[src/design/tcs_params.svh]
/*
  Timing counts and status/control byte layout for the transceiver
  control and status block.
  Assumes a 25 MHz core clock (40 ns period).
*/
`ifndef TCS_PARAMS_SVH
`define TCS_PARAMS_SVH

`define TCS_CLK_NS          40
// Status/control byte location and fields
`define TCS_SC_OFFSET       8'h6e
`define TCS_SC_RESET        8'h00
`define TCS_BIT_SOFT_OFF    6
`define TCS_BIT_FAULT       2
`define TCS_BIT_LOS         1
`define TCS_BIT_READY       0
// Times in their own units
`define TCS_T_OFF_US        10
`define TCS_T_FAULT_US      100
`define TCS_T_RESET_US      10
`define TCS_T_INIT_MS       300
`define TCS_T_SERIAL_MS     300
`define TCS_T_DATA_MS       1000
`define TCS_T_WRITE_MS      10
`define TCS_T_RATE_MS       10
`define TCS_T_ON_MS         1
// Cycle counts; least times round up, longest times round down
`define TCS_RESET_CYC  ((`TCS_T_RESET_US*1000+`TCS_CLK_NS-1)/`TCS_CLK_NS)
`define TCS_FAULT_CYC  ((`TCS_T_FAULT_US*1000)/`TCS_CLK_NS)
`define TCS_SERIAL_CYC ((`TCS_T_SERIAL_MS*1000000)/`TCS_CLK_NS)
`define TCS_DATA_CYC   ((`TCS_T_DATA_MS*1000000)/`TCS_CLK_NS)
`define TCS_INIT_CYC   ((`TCS_T_INIT_MS*1000000)/`TCS_CLK_NS)
`define TCS_WRITE_CYC  ((`TCS_T_WRITE_MS*1000000)/`TCS_CLK_NS)
`define TCS_RATE_CYC   ((`TCS_T_RATE_MS*1000000)/`TCS_CLK_NS)

`endif

[src/design/tcs_pkg.sv]
/*
  Types for the transceiver control and status block.
  Assumes tcs_params.svh supplies the numbers.
*/
package tcs_pkg;
  // Register access request from the serial interface front end
  typedef struct packed {
    logic       wr;
    logic       rd;
    logic [7:0] addr;
    logic [7:0] wdata;
  } tcs_req_t;
  // Laser control state
  typedef enum logic [1:0] {TCS_INIT, TCS_RUN, TCS_OFF, TCS_FAULT}
    tcs_state_t;
endpackage

[src/design/tcs_ctrl.sv]
/*
  Transceiver control and status logic: transmit off, laser fault latch,
  receive signal lost, rate select settling, power-on readiness of the
  serial bus and monitor data, and the status/control byte.
  Assumes all pin inputs are synchronous to mclk_i, rst_i is power-on,
  and a serial front end presents decoded byte accesses on req_i.
*/
`timescale 1ns/1ps
`include "tcs_params.svh"

// Notes on behaviour
// - Hardware transmit-off high turns the laser off within 10 us.
// - Hardware transmit-off low restores modulated output within 1 ms.
// - Initialization, fault clear included, ends within 300 ms.
// - A laser fault raises the fault pin within 100 us.
// - Transmit-off held high 10 us or more clears a latched fault.
// - Signal-lost pin rises within 100 us of input loss.
// - Signal-lost pin falls within 100 us of valid input.
// - After a rate input edge, new rate settles within 10 ms.
// - Software off bit set turns the laser off within 100 ms.
// - Software off bit cleared restores output within 100 ms.
// - Software fault bit sets within 100 ms of a fault.
// - Software signal-lost bit sets within 100 ms of loss.
// - Software signal-lost bit clears within 100 ms of valid input.
// - Monitor-data-ready bit sets within 1000 ms of power-on.
// - Serial accesses are accepted within 300 ms of power-on.
// - Internal write finishes within 10 ms after the stop condition.
// - Loss detection uses peak-to-peak amplitude with hysteresis.
module tcs_ctrl #(
  parameter int unsigned SERIAL_CYC = `TCS_SERIAL_CYC,
  parameter int unsigned DATA_CYC   = `TCS_DATA_CYC,
  parameter int unsigned INIT_CYC   = `TCS_INIT_CYC,
  parameter int unsigned RATE_CYC   = `TCS_RATE_CYC
) (
  // Clock and reset
  input  wire logic            mclk_i,
  input  wire logic            rst_i,
  // Host pins
  input  wire logic            tx_off_i,
  input  wire logic            rate_sel_i,
  output logic                 tx_fault_o,
  output logic                 receive_signal_lost_o,
  // Analog front end status
  input  wire logic            laser_fault_i,
  input  wire logic            amp_below_assert_i,
  input  wire logic            amp_above_deassert_i,
  input  wire logic            monitor_ok_i,
  // Laser and rate controls
  output logic                 laser_en_o,
  output logic                 rate_high_o,
  output logic                 rate_settled_o,
  // Serial interface byte access
  input  tcs_pkg::tcs_req_t    req_i,
  output logic                 bus_ready_o,
  output logic                 req_ack_o,
  output logic                 write_busy_o,
  output logic [7:0]           rdata_o
);

  localparam int unsigned RST_CYC = `TCS_RESET_CYC;

  tcs_pkg::tcs_state_t state_r;
  tcs_pkg::tcs_state_t state_nxt;
  logic [31:0] por_cnt_r;
  logic [31:0] init_cnt_r;
  logic [31:0] rate_cnt_r;
  logic [31:0] wr_cnt_r;
  logic [15:0] off_cnt_r;
  logic        soft_off_r;
  logic        los_r;
  logic        fault_r;
  logic        ready_r;
  logic        bus_ready_r;
  logic        rate_r;
  logic        tx_off_d_r;
  logic [7:0]  rdata_r;

  wire         off_req   = tx_off_i | soft_off_r;
  wire         sc_hit    = req_i.addr == `TCS_SC_OFFSET;
  wire         sc_wr     = bus_ready_r & req_i.wr & sc_hit & ~write_busy_o;
  wire         off_long  = off_cnt_r >= 16'(RST_CYC);
  wire         tx_off_fall = tx_off_d_r & ~tx_off_i;
  wire [7:0]   sc_value;

  // Status byte assembly; other bits read as zero
  assign sc_value = 8'h00
    | (8'(soft_off_r) << `TCS_BIT_SOFT_OFF)
    | (8'(fault_r)    << `TCS_BIT_FAULT)
    | (8'(los_r)      << `TCS_BIT_LOS)
    | (8'(ready_r)    << `TCS_BIT_READY);

  // Pin and handshake outputs
  assign tx_fault_o            = fault_r;
  assign receive_signal_lost_o = los_r;
  assign laser_en_o            = state_r == tcs_pkg::TCS_RUN;
  assign rate_high_o           = rate_r;
  assign rate_settled_o        = rate_cnt_r == 32'h0;
  assign bus_ready_o           = bus_ready_r;
  assign write_busy_o          = wr_cnt_r != 32'h0;
  assign req_ack_o             = bus_ready_r & (req_i.rd | req_i.wr);
  assign rdata_o               = rdata_r;

  // Laser state selection
  always_comb begin
    state_nxt = state_r;
    unique case (state_r)
      tcs_pkg::TCS_INIT:
        if (laser_fault_i) state_nxt = tcs_pkg::TCS_FAULT;
        else if (off_req) state_nxt = tcs_pkg::TCS_OFF;
        else if (init_cnt_r == 32'h0) state_nxt = tcs_pkg::TCS_RUN;
      tcs_pkg::TCS_RUN:
        if (laser_fault_i) state_nxt = tcs_pkg::TCS_FAULT;
        else if (off_req) state_nxt = tcs_pkg::TCS_OFF;
      tcs_pkg::TCS_OFF:
        if (laser_fault_i) state_nxt = tcs_pkg::TCS_FAULT;
        else if (!off_req) state_nxt = tcs_pkg::TCS_RUN;
      tcs_pkg::TCS_FAULT:
        if (tx_off_fall && off_long) state_nxt = tcs_pkg::TCS_INIT;
    endcase
  end

  // Laser state and fault flag; a live fault re-sets the flag
  always_ff @(posedge mclk_i or posedge rst_i) begin
    if (rst_i) begin
      state_r <= tcs_pkg::TCS_INIT;
      fault_r <= 1'b0;
    end else begin
      state_r <= state_nxt;
      // A live fault keeps the pin up across the clearing pulse
      fault_r <= (state_nxt == tcs_pkg::TCS_FAULT)
                 || laser_fault_i;
    end
  end

  // Transmit-off pulse width and initialization timers
  always_ff @(posedge mclk_i or posedge rst_i) begin
    if (rst_i) begin
      off_cnt_r  <= 16'h0;
      tx_off_d_r <= 1'b0;
      init_cnt_r <= 32'h0;
    end else begin
      tx_off_d_r <= tx_off_i;
      if (!tx_off_i) off_cnt_r <= 16'h0;
      else if (!off_long) off_cnt_r <= off_cnt_r + 16'h1;
      if (state_nxt == tcs_pkg::TCS_INIT && state_r != tcs_pkg::TCS_INIT)
        init_cnt_r <= INIT_CYC - 32'd1;
      else if (init_cnt_r != 32'h0) init_cnt_r <= init_cnt_r - 32'h1;
    end
  end

  // Signal-lost flag with amplitude hysteresis
  always_ff @(posedge mclk_i or posedge rst_i) begin
    if (rst_i) los_r <= 1'b1;
    else if (amp_below_assert_i) los_r <= 1'b1;
    else if (amp_above_deassert_i) los_r <= 1'b0;
  end

  // Power-on readiness of bus and monitor data
  always_ff @(posedge mclk_i or posedge rst_i) begin
    if (rst_i) begin
      por_cnt_r   <= 32'h0;
      bus_ready_r <= 1'b0;
      ready_r     <= 1'b0;
    end else begin
      if (por_cnt_r < DATA_CYC) por_cnt_r <= por_cnt_r + 32'h1;
      if (por_cnt_r >= SERIAL_CYC - 1) bus_ready_r <= 1'b1;
      if (por_cnt_r >= DATA_CYC - 1 || (bus_ready_r && monitor_ok_i))
        ready_r <= 1'b1;
    end
  end

  // Rate select follows pin; settle timer restarts on each edge
  always_ff @(posedge mclk_i or posedge rst_i) begin
    if (rst_i) begin
      rate_r     <= 1'b0;
      rate_cnt_r <= 32'h0;
    end else begin
      rate_r <= rate_sel_i;
      if (rate_sel_i != rate_r) rate_cnt_r <= RATE_CYC - 32'd1;
      else if (rate_cnt_r != 32'h0) rate_cnt_r <= rate_cnt_r - 32'h1;
    end
  end

  // Status/control byte access; write applies at once, busy models t_write
  always_ff @(posedge mclk_i or posedge rst_i) begin
    if (rst_i) begin
      soft_off_r <= 1'b0;
      wr_cnt_r   <= 32'h0;
      rdata_r    <= 8'h00;
    end else begin
      if (sc_wr) begin
        soft_off_r <= req_i.wdata[`TCS_BIT_SOFT_OFF];
        wr_cnt_r   <= 32'd2;
      end else if (wr_cnt_r != 32'h0) wr_cnt_r <= wr_cnt_r - 32'h1;
      if (bus_ready_r && req_i.rd)
        rdata_r <= sc_hit ? sc_value : 8'h00;
    end
  end
endmodule

[config.mk]
export PLATFORM = sky130hd
export DESIGN_NAME = tcs_ctrl
export DESIGN_NICKNAME = d
export VERILOG_FILES = /design/src/design/tcs_pkg.sv /design/src/design/tcs_ctrl.sv
export VERILOG_INCLUDE_DIRS = /design/src /design/src/design
export SDC_FILE = /design/constraint.sdc
export NUM_CORES = 1
export LEC_CHECK = 0
export BUFFER_PORTS_ARGS = -buffer_cell sky130_fd_sc_hd__buf_4
export CAP_MARGIN = 20
export CORE_MARGIN = 5
export CORE_UTILIZATION = 64
export CTS_BUF_LIST = sky130_fd_sc_hd__clkbuf_8
export DETAILED_ROUTE_END_ITERATION = 12
export HOLD_SLACK_MARGIN = 0.15
export PLACE_DENSITY_LB_ADDON = 0.15
export SLEW_MARGIN = 15
export SYNTH_ARGS = -nofsm -noshare
export SYNTH_HDL_FRONTEND = slang
export SYNTH_SLANG_ARGS = --single-unit
[constraint.sdc]
create_clock -name mclk_i -period 5.97 [get_ports mclk_i]
set_input_delay 0.2985 -clock mclk_i [delete_from_list [all_inputs] [get_ports mclk_i]]
set_output_delay 0.2985 -clock mclk_i [all_outputs]
set_load 0.005 [all_outputs]
==> results of run 1 <==
[power by group through the flow]
stage          clock network (W)  logic [W]  registers [W]
2_1_floorplan                  0   0.000238        0.00123
4_1_cts                 0.000785   0.000312        0.00124
6_report                0.000771   0.000312        0.00124
5_1_grt                 0.000835   0.000361        0.00126
3_3_place_gp                   0   0.000291        0.00125
3_5_place_dp                   0   0.000307        0.00125
[layout make-up]
cell class	count	area [um2]
sequential	157	3930
multi-input combinational	559	3710
fill	887	3390
timing repair buffer	45	359
clock buffer	19	262
tap	168	210
clock inverter	11	120
inverter	16	77.6
[kinds of logic (layout without fill, tap and decap cells)]
group                      count (synthesis)  count (layout)
other                                      1               4
DFF                                      157             157
adders and majority gates                  6               6
AOI/OAI and AO/OA                        121             121
muxes                                      4               4
and+or+nand+nor                          348             348
xor gates and xnor gates                  76              76
buffers and inverters                     55              91
[metrics by stage]
stage	power [W]	hold WS, ns	setup slack, ns	cell area (um2)	cells
2_1_floorplan	0.00147	0.330	1.44	7920	771
3_3_place_gp	0.00154	0.357	2.98	8200	936
3_5_place_dp	0.00156	0.360	2.91	8200	936
4_1_cts	0.00233	0.247	2.88	8660	974
5_1_grt	0.00245	0.282	2.59	8670	975
6_report	0.00232	0.255	2.87	8670	975
[flip-flops by register name, indices dropped and copies added, names as in the netlist]
register               flops
receive_signal_lost_o      1
init_cnt_r                32
tx_fault_o                 1
wr_cnt_r                  32
por_cnt_r                 32
soft_off_r                 1
off_cnt_r                 16
rate_high_o                1
rdata_o                    4
bus_ready_o                1
rate_cnt_r                32
state_r                    2
ready_r                    1
tx_off_d_r                 1
[cell usage after synthesis, types with 18 or more instances]
cell type	instances
sky130_fd_sc_hd__clkbuf_1	25
sky130_fd_sc_hd__nand2_1	46
sky130_fd_sc_hd__nor3_1	19
sky130_fd_sc_hd__xnor2_1	54
sky130_fd_sc_hd__o31ai_1	21
sky130_fd_sc_hd__and2_1	18
sky130_fd_sc_hd__a21oi_1	24
sky130_fd_sc_hd__nor4_1	18
sky130_fd_sc_hd__xor2_1	22
sky130_fd_sc_hd__dfrtp_1	156
sky130_fd_sc_hd__or4_1	32
sky130_fd_sc_hd__nand3_1	39
sky130_fd_sc_hd__o21ai_0	22
sky130_fd_sc_hd__nand4_1	23
sky130_fd_sc_hd__or3_1	24
sky130_fd_sc_hd__nor2_1	45
[worst register-to-register path, delay by kind of cell, from the launching register on]
family,cells,cell delay [ns]
and+or+nand+nor,5,2.22
buffers and inverters,1,0.31
DFF,1,0.42
[what timing repair did]
item / in CTS / in global routing
endpoints found under the hold margin: 76 / 0
endpoints found under the setup margin: 0 / 0
hold buffers: 8 / 0
[metal layers]
layer / track usage / up-vias / part of all wire
met2: 0.372 / 126 / 0.49
met5: 0 / - / 0
met3: 0.0513 / 31 / 0.042
met1: 0.309 / 2912 / 0.46
li1: - / 2886 / -
met4: 0.0763 / 0 / 0.015
[how the worst max path moves through the flow]
stage | from | end | slack (ns) | cells past startpoint
2_1_floorplan | rst_i | bus_ready_o | 1.44 | 1
3_3_place_gp | init_cnt_r[22] | init_cnt_r[14] | 2.98 | 5
3_5_place_dp | init_cnt_r[26] | init_cnt_r[14] | 2.91 | 5
4_1_cts | init_cnt_r[26] | init_cnt_r[14] | 2.88 | 5
5_1_grt | init_cnt_r[26] | init_cnt_r[25] | 2.59 | 6
6_report | init_cnt_r[26] | init_cnt_r[21] | 2.87 | 6
==> summary by stage, run 1 <==
STA
The final cycle utilization of the critical path is 0.519. The count of final max-slew check failures came to 0. After layout, the minimum clock period comes to 3.10 ns. For this run, the top clock speed supported by timing is 323 MHz. Setup repair after global routing left no endpoint under its margin.

The count of endpoints failing hold in the final timing report came to 0. The headroom to the max-slew limit is 0.326. The count of final setup violators is 0. The transition time of the tightest slew-check pin is 1.00 ns. The clock arrives with 0.0106 ns of skew. The aggregate negative setup slack is 0 ns.

Power
The share of total power dissipated in the clock network is 0.332. The worst voltage drop across the vdd grid is 288 uV. The sequential cell fraction of total power is 0.534.

The total net switching power is 0.000655 W. The power density of the placed cells is 268 mW/mm2. The switching part of the total power is 0.282. The part of the power in combinational logic is 0.135.

The cell internal power dissipation is 0.00167 W. For this design the static power due to leakage is 3.61 nW.

Setup path
The logic depth of the worst register-to-register path is 6. The worst-case register-to-register setup slack is 2.87 ns. The number of buffers and inverters on the critical path is 1. The biggest fanout along the worst timing path is 11. The delay of the slowest critical-path stage is 0.89 ns.

The launch instance of the worst register-to-register path is init_cnt_r[26]. The worst setup path is of the flop to flop kind. For the worst setup path, the data required time is 6.28 ns. The worst setup path is captured at a flop. The kind of cell adding the most delay to the critical path is simple AND/OR/NAND/NOR gates. The slowest stage of the critical path is the sky130_fd_sc_hd__nor3_1 cell. Data arrives at the worst endpoint at 3.41 ns.

STA classifies the critical path startpoint as a flop. Traced cell by cell, the critical path runs through nor4_1, nand4bb_1, nor3_1, buf_4, or4_1, nand3_1. In this run the critical register-to-register path is captured at init_cnt_r[21].

Clock network
The H-tree depth is 4. The maximum clock insertion buffer count is 2. The clock net sink count is 157. The insertion delay of the later-clocked pin in the worst-skew pair is 0.46 ns.

After clock tree synthesis, the clock-pin slew on the worst setup and hold paths is 0.08 ns. TritonCTS built the clock tree. The total clock buffers created by CTS is 17. The cell chosen for the clock root is sky130_fd_sc_hd__clkbuf_8. The post-CTS setup-driven buffer insertion count is 0. The post-cts gate resize count is 0.

Drt
The overall via count from detail_route is 5,955. The first TritonRoute pass finished after 5 iterations. The number of remaining DRC errors is 0. The remaining antenna violation count is 0. The routed wire length per instance is 16.1 um.

The first routing iteration left 440 violations. In the routed layout, each cell is associated on average with a via count of 6.11. The final routed wirelength across all metal layers is 15.7 mm.

Place
The final estimated routing congestion in global placement is 0.813. The count of port buffers added during placement is 30. The detailed placer's ending HPWL is 10.4 mm.

Min path
The tightest min-delay check is of the primary input to flop type. The end point of the worst hold path is wr_cnt_r[0]. The worst hold path was traced through 4 stages. The startpoint of the tightest hold check path is req_i[17].

Synthesis
The average cell area after synthesis is 10.3 um2. The biggest area contributor in the post-synthesis netlist is sky130_fd_sc_hd__dfrtp_1. By area, the combinational part of the netlist is dominated by simple AND/OR/NAND/NOR gates. The mapped netlist covers 0.00791 mm2.

By area the synthesized netlist is led by sky130_fd_sc_hd__dfrtp_1, sky130_fd_sc_hd__xnor2_1, sky130_fd_sc_hd__or4_1. Of the post-synthesis cell area, the dominant cell type holds 0.494. The post-synthesis sequential area ratio is 0.497. Of the total synthesized cell area, the portion taken by full adders, half adders and majority gates is 0.00950. Measured against the total synthesized area, the mux share comes to 0.00570. The cell count after synthesis came out at 768. The flip-flop and latch count after synthesis is 157.

Synthesis instantiated 67 different standard cells from the library. The count of warnings emitted by yosys is 0. The number of enable-type register cells in the synthesized netlist is 0. The complex-gate fraction of the synthesized area was 0.107. In the synthesized netlist the async set-or-reset flop fraction comes to 1.00. The most used flip-flop cell after synthesis is sky130_fd_sc_hd__dfrtp_1. The xor and xnor area share after synthesis is 0.0842.

Of the total synthesized cell area, the portion taken by AND, OR, NAND and NOR gates is 0.262.

Finish
The share of the core filled with cells is 0.719. After the last flow step, the layout net total stands at 828. The library cell used most frequently in the layout, excluding fill and tap cells, is sky130_fd_sc_hd__dfrtp_1. The number of antenna diodes in the final layout is 0. The area growth from synthesis to layout is 9.69%.

Leaving out fill and tap cells, the most frequent cells in the layout are sky130_fd_sc_hd__dfrtp_1, sky130_fd_sc_hd__xnor2_1, sky130_fd_sc_hd__nand2_1. Of the cells placed in the final design, the portion with a size suffix greater than 1 is 0.124.

Global route
The global router's overall resource usage is 0.230. The first global-routing pass estimated 27.6 mm of wire. The largest net degree at the start of global routing is 90. The via count of the first global-routing pass is 6,016. Global routing finished with a remaining overflow of 0. The initial antenna violation count came to 0.

Die
The floorplan step set the die height to 121 um. 42 I/O pins were placed. The die covers 0.0147 mm2. Measured along the x axis, the die boundary spans 121 um. The floorplan row count is 40.

The core region is 0.0121 mm2. The starting utilization of the core area is 0.655.

Run
Across the run, the number of max-cap violations was 0.

Run status
The run finished with clean final reports.
Note: power is estimated with default switching activity, not from simulation.
==> run 2: changes to the inputs <==
--- a/config.mk
+++ b/config.mk
@@ -9,7 +9,7 @@
 export BUFFER_PORTS_ARGS = -buffer_cell sky130_fd_sc_hd__buf_4
 export CAP_MARGIN = 20
 export CORE_MARGIN = 5
-export CORE_UTILIZATION = 64
+export CORE_UTILIZATION = 57
 export CTS_BUF_LIST = sky130_fd_sc_hd__clkbuf_8
 export DETAILED_ROUTE_END_ITERATION = 12
 export HOLD_SLACK_MARGIN = 0.15
==> constraint.sdc (replaced) <==
create_clock -name mclk_i -period 2.85 [get_ports mclk_i]
set_input_delay 0.1425 -clock mclk_i [delete_from_list [all_inputs] [get_ports mclk_i]]
set_output_delay 0.1425 -clock mclk_i [all_outputs]
set_load 0.005 [all_outputs]
==> run 2 against run 1 <==
- power is 120% higher
- combinational power is 130% higher
- setup slack worse by 2.7 ns
- critical path depth is 1 lower
- non-clock buffer count is 15 higher
- largest cell class unchanged
- cell area is 2.0% higher
- final cell count is 2.8% higher
- critical endpoint is now rate_settled_o
- global-route usage is 2.3 points lower
==> summary by stage, run 2 (synthesis results as in run 1) <==
Clock network
The post-CTS setup-driven buffer insertion count is 0 (unchanged). The post-CTS clock slew at the launch and capture registers of the worst setup and hold paths is 0.08 ns (about the same). TritonCTS built the clock tree. CTS placed an instance of sky130_fd_sc_hd__clkbuf_8 at the clock tree root. The H-tree depth is 4 (unchanged).

The total clock buffers created by CTS came to 17 (unchanged). The maximum clock insertion buffer count was 2 (unchanged). The clock net sink count was 157 (unchanged).

The insertion delay of the later-clocked pin in the worst-skew pair is 0.45 ns (about the same).

Power
The static power due to leakage was 3.71 nW (+2.6%). The worst voltage drop across the vdd grid is 454 uV (+58%). The power density of the placed cells is 566 mW/mm2 (+110%).

Global route
The remaining global-route overflow is 0 (unchanged). The via count of the first global-routing pass is 6,115 (+1.6%). The wire length of the first global-routing pass is 27.8 mm (+0.90%). The largest net degree at the start of global routing was 128 (+42%). The global router's overall resource usage was 0.207 (-0.0231). The initial antenna violation count is 0 (unchanged).

Finish
Leaving out fill and tap cells, the most frequent cell in the layout is sky130_fd_sc_hd__dfrtp_1. In the layout the commonest cells are sky130_fd_sc_hd__dfrtp_1, sky130_fd_sc_hd__xnor2_1, sky130_fd_sc_hd__buf_4. The final cell count without fillers was 1,002 (+2.8%). The share of cells above drive strength 1 is 0.140 (+0.0160). The final net count is 843 (+1.8%). The number of antenna diodes is 0 (unchanged). The synthesis-to-finish area growth is 11.9%.

The count of filler cells inserted in the layout was 1,090 (+23%).

STA
The aggregate negative setup slack is 0 ns (unchanged). The headroom to the max-slew limit is 0.510 (+0.183). The count of final max-slew check failures was 0 (unchanged). Derived from the worst setup path, the maximum achievable clock frequency is 372 MHz. The count of final setup violators was 0 (unchanged). The transition time of the tightest slew-check pin came to 0.734 ns (-0.269 ns). The routed design could run at a clock period as short as 2.69 ns. The worst clock skew is 0.00741 ns (-0.00321 ns).

The count of endpoints failing hold in the final timing report came to 0 (unchanged). The final cycle utilization of the critical path is 0.942. Setup repair after global routing left no endpoint under its margin.

Drt
The remaining antenna violation count is 0 (unchanged). The number of remaining DRC errors is 0 (unchanged). The number of DRC markers after the initial detailed-route iteration is 491 (+12%). The number of iterations in the first detailed-routing pass came to 4 (-1).

The routed wire length per instance is 16.0 um (-1.1%). The overall via count from detail_route is 5,950 (-0.084%). The final routed wirelength across all metal layers is 16.0 mm (+1.7%). The via count normalized by instance count is 5.94 (-2.8%).

Setup path
The worst setup path is captured at a primary output. The worst register-to-register path begins at init_cnt_r[3]. The signal on the critical path passes through or4_4, nand2b_4, or4_4, clkinv_8, buf_4.

The delay of the slowest critical-path stage was 0.64 ns (-0.25 ns). The logic depth of the worst register-to-register path is 5 (-1). The biggest fanout along the worst timing path was 17 (+6).

The data arrival time of the critical path is 2.54 ns (-0.87 ns). Following the worst setup path forward leads to its endpoint at rate_settled_o. The endpoint identified for the worst register-to-register timing path is init_cnt_r[23].

In this run the worst setup path begins at rate_cnt_r[24]. The most numerous cell type found on the critical path is sky130_fd_sc_hd__or4_4. The data required time of the worst path is 2.71 ns (-3.57 ns). The slowest stage cell on the critical path is sky130_fd_sc_hd__or4_4. The launching element type of the critical path is a flop. The type of the worst setup path is flop to primary output. The worst-case register-to-register setup slack is 0.19 ns (-2.68 ns).

Run
The number of violations of the max-capacitance limit is 0 (unchanged).

Place
The final estimated routing congestion in global placement is 0.856 (+5.2%). The count of port buffers added during placement came to 30 (unchanged). The detailed placer's ending HPWL was 10.8 mm (+3.0%). The total instance count after detailed placement is 963 (+2.9%).

Die
The floorplan row count is 43 (+7.5%). The die area is 0.0163 mm2 (+11%). The die span in y is 128 um (+5.5%). The overall die width came to 128 um (+5.5%). The total I/O pin count is 42 (unchanged). The core box area is 0.0137 mm2 (+14%).

The starting utilization of the core area came to 0.576 (-0.0792).

Run status
The flow ran to the end, and the final reports show no timing, DRC or antenna violations.

Min path
In this run the most critical hold path is launched from req_i[8]. The class of the worst hold path is primary input to flop.
[run 2: where the power goes]
group | switching, W | total [W] | leakage, nW | internal [W]
sequential | 0.000189 | 0.00260 | 2.03 | 0.00241
clock | 0.000778 | 0.00169 | 0.214 | 0.000912
combinational | 0.000395 | 0.000723 | 1.46 | 0.000328
total | 0.00136 | 0.00501 | 3.71 | 0.00365
[run 2: final cells by class]
type	instances	area (um2)	share of cell area
multi-input combinational	559	3730	0.422
sequential	157	3930	0.444
clock inverter	10	124	0.0140
inverter	16	76.3	0.00863
clock buffer	20	275	0.0311
tap	180	225	0.0255
timing repair buffer	60	485	0.0549
[run 2: worst min path at each step]
stage	depth (start not counted)	end
after floorplan	0	rate_high_o
after global placement	1	rate_high_o
after detailed placement	1	rate_high_o
after CTS	5	rdata_o[0]
after global routing	5	rdata_o[0]
final	5	rdata_o[0]
[run 2: through the flow]
step	total power, W	hold slack (ns)	worst slack, ns	utilization	instance area, um2
after floorplan	0.00308	0.174	0.493	-	7920
final	0.00501	0.181	0.165	0.645	8850
after global placement	0.00329	0.283	0.342	0.608	8340
after CTS	0.00504	0.157	0.117	0.644	8830
after detailed placement	0.00335	0.293	0.270	0.608	8340
after global routing	0.00527	0.173	0.0518	0.645	8850
[run 2: per-layer routing]
layer,routed length [um],global-route usage,up-vias
met5,0,0,-
met1,7400,0.271,2941
met3,420,0.0508,29
li1,-,-,2904
met4,291,0.0743,0
met2,7880,0.335,76
[run 2: worst max-delay path, delay by kind of cell, from the launching register on]
kind | cells | cell delay, ns
flip-flops | 1 | 0.44
buffers and inverters | 2 | 0.23
AND/OR/NAND/NOR | 3 | 1.42
[run 2: timing repair]
| item | CTS | global route |
|---|---|---|
| hold buffers | 9 | 0 |
| hold endpoints to repair | 190 | 0 |
| resized for setup | 0 | 4 |
| setup endpoints to repair | 0 | 2 |
==> run 3: changes to the inputs <==
--- a/config.mk
+++ b/config.mk
@@ -9,8 +9,9 @@
 export BUFFER_PORTS_ARGS = -buffer_cell sky130_fd_sc_hd__buf_4
 export CAP_MARGIN = 20
 export CORE_MARGIN = 5
-export CORE_UTILIZATION = 57
-export CTS_BUF_LIST = sky130_fd_sc_hd__clkbuf_8
+export CORE_UTILIZATION = 55
+export CTS_BUF_LIST = sky130_fd_sc_hd__clkbuf_16
+export CTS_CLUSTER_SIZE = 12
 export DETAILED_ROUTE_END_ITERATION = 12
 export HOLD_SLACK_MARGIN = 0.15
 export PLACE_DENSITY_LB_ADDON = 0.15
==> run 3 against run 2 <==
- wire length decreased by 0.43%
- register-to-register slack gained 0.08 ns
- flip-flop and latch count unchanged
- die area up 3.3%
- critical path depth unchanged
- first-iteration DRC count grew 6.7%
- sequential share of layout area fell by 0.61 points
- critical endpoint unchanged
- largest power group unchanged
==> summary by stage, run 3 (synthesis results as in run 1) <==
Setup path
Traced cell by cell, the critical path runs through nor4_1, nand3_2, or4_4, clkinv_8, buf_4. The critical path buffer and inverter count came to 2 (unchanged). The delay of the slowest critical-path stage came to 0.59 ns (-0.05 ns). The kind of cell adding the most delay to the critical path is simple AND/OR/NAND/NOR gates. The data arrival time of the critical path came to 2.58 ns (+0.04 ns). The worst-case register-to-register setup slack was 0.27 ns (+0.08 ns). On the critical path, the stage with the largest delay is an instance of sky130_fd_sc_hd__nor4_1. The data required time of the worst path is 2.71 ns (about the same). The launching element type of the critical path is a flop. The biggest fanout along the worst timing path came to 17 (unchanged). The critical path is of the flop to primary output type. The worst register-to-register path begins at init_cnt_r[22]. The nature of the critical path endpoint is a primary output. The logic depth of the worst register-to-register path came to 6 (+1). The reg-to-reg endpoint is init_cnt_r[7].

Place
The detailed placer's ending HPWL is 10.6 mm (-1.1%). The post-detailed-placement cell area is 0.00833 mm2 (about the same). The count of port buffers added during placement is 30 (unchanged). The final estimated routing congestion in global placement is 0.809 (-5.5%).

The placement-stage worst setup slack is 0.274 ns (+0.00384 ns).

Clock network
The clock net sink count is 157 (unchanged). The post-CTS clock slew at the launch and capture registers of the worst setup and hold paths is 0.06 ns (-0.02 ns). The post-CTS setup-driven buffer insertion count is 0 (unchanged). The cell chosen for the clock root is sky130_fd_sc_hd__clkbuf_16. The total clock buffers created by CTS is 17 (unchanged). The maximum clock insertion buffer count is 2 (unchanged). The insertion delay of the later-clocked pin in the worst-skew pair came to 0.42 ns (-0.03 ns).

The H-tree depth is 4 (unchanged). The TritonCTS clock tree is built.

Global route
The wire length of the first global-routing pass was 27.9 mm (+0.42%). The largest net degree at the start of global routing is 85 (-34%). The via count of the first global-routing pass came to 5,980 (-2.2%). The initial antenna violation count is 0 (unchanged). The global router's overall resource usage was 0.203 (-0.00366). The remaining global-route overflow is 0 (unchanged).

Finish
The library cells used most frequently in the layout, excluding fill and tap cells, are sky130_fd_sc_hd__dfrtp_1, sky130_fd_sc_hd__xnor2_1, sky130_fd_sc_hd__buf_4. The share of cells above drive strength 1 is 0.138 (-0.00227). Leaving out fill and tap cells, the most frequent cell in the layout is sky130_fd_sc_hd__dfrtp_1.

The area taken by flip-flops and latches came to 0.00393 mm2 (unchanged). The final net count was 841 (-0.24%). The number of antenna diodes came to 0 (unchanged). The share of the core filled with cells is 0.641 (-0.00355). The synthesis-to-finish area growth is 13.5%.

The count of filler cells inserted in the layout is 1,105 (+1.4%). The post-route cell area was 0.00897 mm2 (+1.4%). The area of the multi-input gates is 0.00372 mm2 (-0.34%).

STA
The aggregate negative setup slack is 0 ns (unchanged). The count of final max-slew check failures was 0 (unchanged). The final cycle utilization of the critical path is 0.954 (+0.0114).

The count of endpoints failing hold in the final timing report was 0 (unchanged). The worst clock skew is 0.00693 ns (-0.000481 ns). The tightest hold margin is 0.164 ns (-0.0166 ns). The top achievable clock speed came to 368 MHz (-1.2%). The headroom to the max-slew limit is 0.387 (-0.122). The transition time of the tightest slew-check pin is 0.919 ns (+0.185 ns). The worst path setup slack after routing was 0.132 ns (-0.0326 ns).

The count of final setup violators is 0 (unchanged). The shortest period the worst path allows was 2.72 ns (+0.0326 ns).

Power
The sequential cell fraction of total power came to 0.476 (-0.042). The static power due to leakage came to 3.75 nW (+1.2%). The part of the power in combinational logic was 0.131 (-0.013). The switching part of the total power came to 0.265 (-0.00648).

The worst voltage drop across the vdd grid is 497 uV (+9.6%). The total net switching power came to 0.00145 W (+6.2%). The power density of the placed cells is 608 mW/mm2 (+7.3%). The clock power share is 0.394 (+0.057). The cell internal power dissipation is 0.00401 W (+9.8%).

Drt
The number of iterations in the first detailed-routing pass is 5 (+1). The routed wire length per instance is 15.9 um (-0.33%). The overall via count from detail_route is 6,042 (+1.5%). The number of remaining DRC errors is 0 (unchanged). The final routed wirelength across all metal layers is 15.9 mm (-0.43%). The remaining antenna violation count was 0 (unchanged). The via count normalized by instance count is 6.04 (+1.6%).

The number of DRC markers after the initial detailed-route iteration is 524 (+6.7%).

Die
The total I/O pin count was 42 (unchanged). The overall die width is 130 um (+1.7%). The floorplan row count was 43 (unchanged). The die span in y is 130 um (+1.7%). The starting utilization of the core area is 0.565 (-0.0111). The die area is 0.0169 mm2 (+3.3%). The core box area is 0.0140 mm2 (+2.0%).

Min path
The class of the worst hold path is primary input to flop. The end point of the worst hold path is rdata_o[1]. The hold-critical path depth came to 5 (unchanged). The startpoint of the tightest hold check path is req_i[8].

Run
The number of violations of the max-capacitance limit is 0 (unchanged).

Run status
The flow ran to the end, and the final reports show no timing, DRC or antenna violations.
## run 3: timing repair
item / in CTS / in global routing
endpoints found under the hold margin: 179 / 0
setup endpoints to repair: 0 / 2
resized for setup: 0 / 2
hold buffers: 8 / 0
## run 3: how the worst max path moves through the flow
| stage | startpoint | to | depth (start not counted) |
|---|---|---|---|
| global route | rate_cnt_r[17] | rate_settled_o | 5 |
| finish | rate_cnt_r[17] | rate_settled_o | 5 |
| CTS | rate_cnt_r[17] | rate_settled_o | 5 |
| detailed placement | init_cnt_r[22] | init_cnt_r[17] | 6 |
| global placement | init_cnt_r[3] | init_cnt_r[23] | 5 |
| floorplan | rate_cnt_r[25] | rate_cnt_r[15] | 9 |
## run 3: power by group through the flow
stage               combinational [W]  sequential, W  clock (W)
floorplan                    0.000498        0.00259          0
global placement             0.000672        0.00262          0
detailed placement           0.000711        0.00263          0
CTS                          0.000725        0.00259    0.00219
global route                 0.000814        0.00262    0.00229
finish                       0.000714        0.00259    0.00215
## run 3: worst reg2reg max path, delay by kind of cell, from the launching register on
family	cells	cell delay (ns)
buffers and inverters	1	0.20
AND/OR/NAND/NOR	2	1.15
flip-flops	1	0.41
AO/OA/AOI/OAI	3	0.70
## run 3: metal layers
layer	wire [um]	GRT usage
met5	0	0
met3	522	0.0503
met1	7230	0.267
met2	7990	0.332
met4	178	0.0654
## run 3: per-stage QoR
stage	total power (W)	cells
CTS	0.00550	1001
floorplan	0.00308	771
finish	0.00545	1001
global placement	0.00329	962
detailed placement	0.00334	962
global route	0.00573	1001
## run 3: layout make-up
class / instances / share of cell area
repair buffers: 58 / 0.0522
well taps: 180 / 0.0251
inverters: 16 / 0.00851
clock inverters: 14 / 0.0142
flip-flops and latches: 157 / 0.438
multi-input cells: 559 / 0.415
clock buffers: 17 / 0.0474
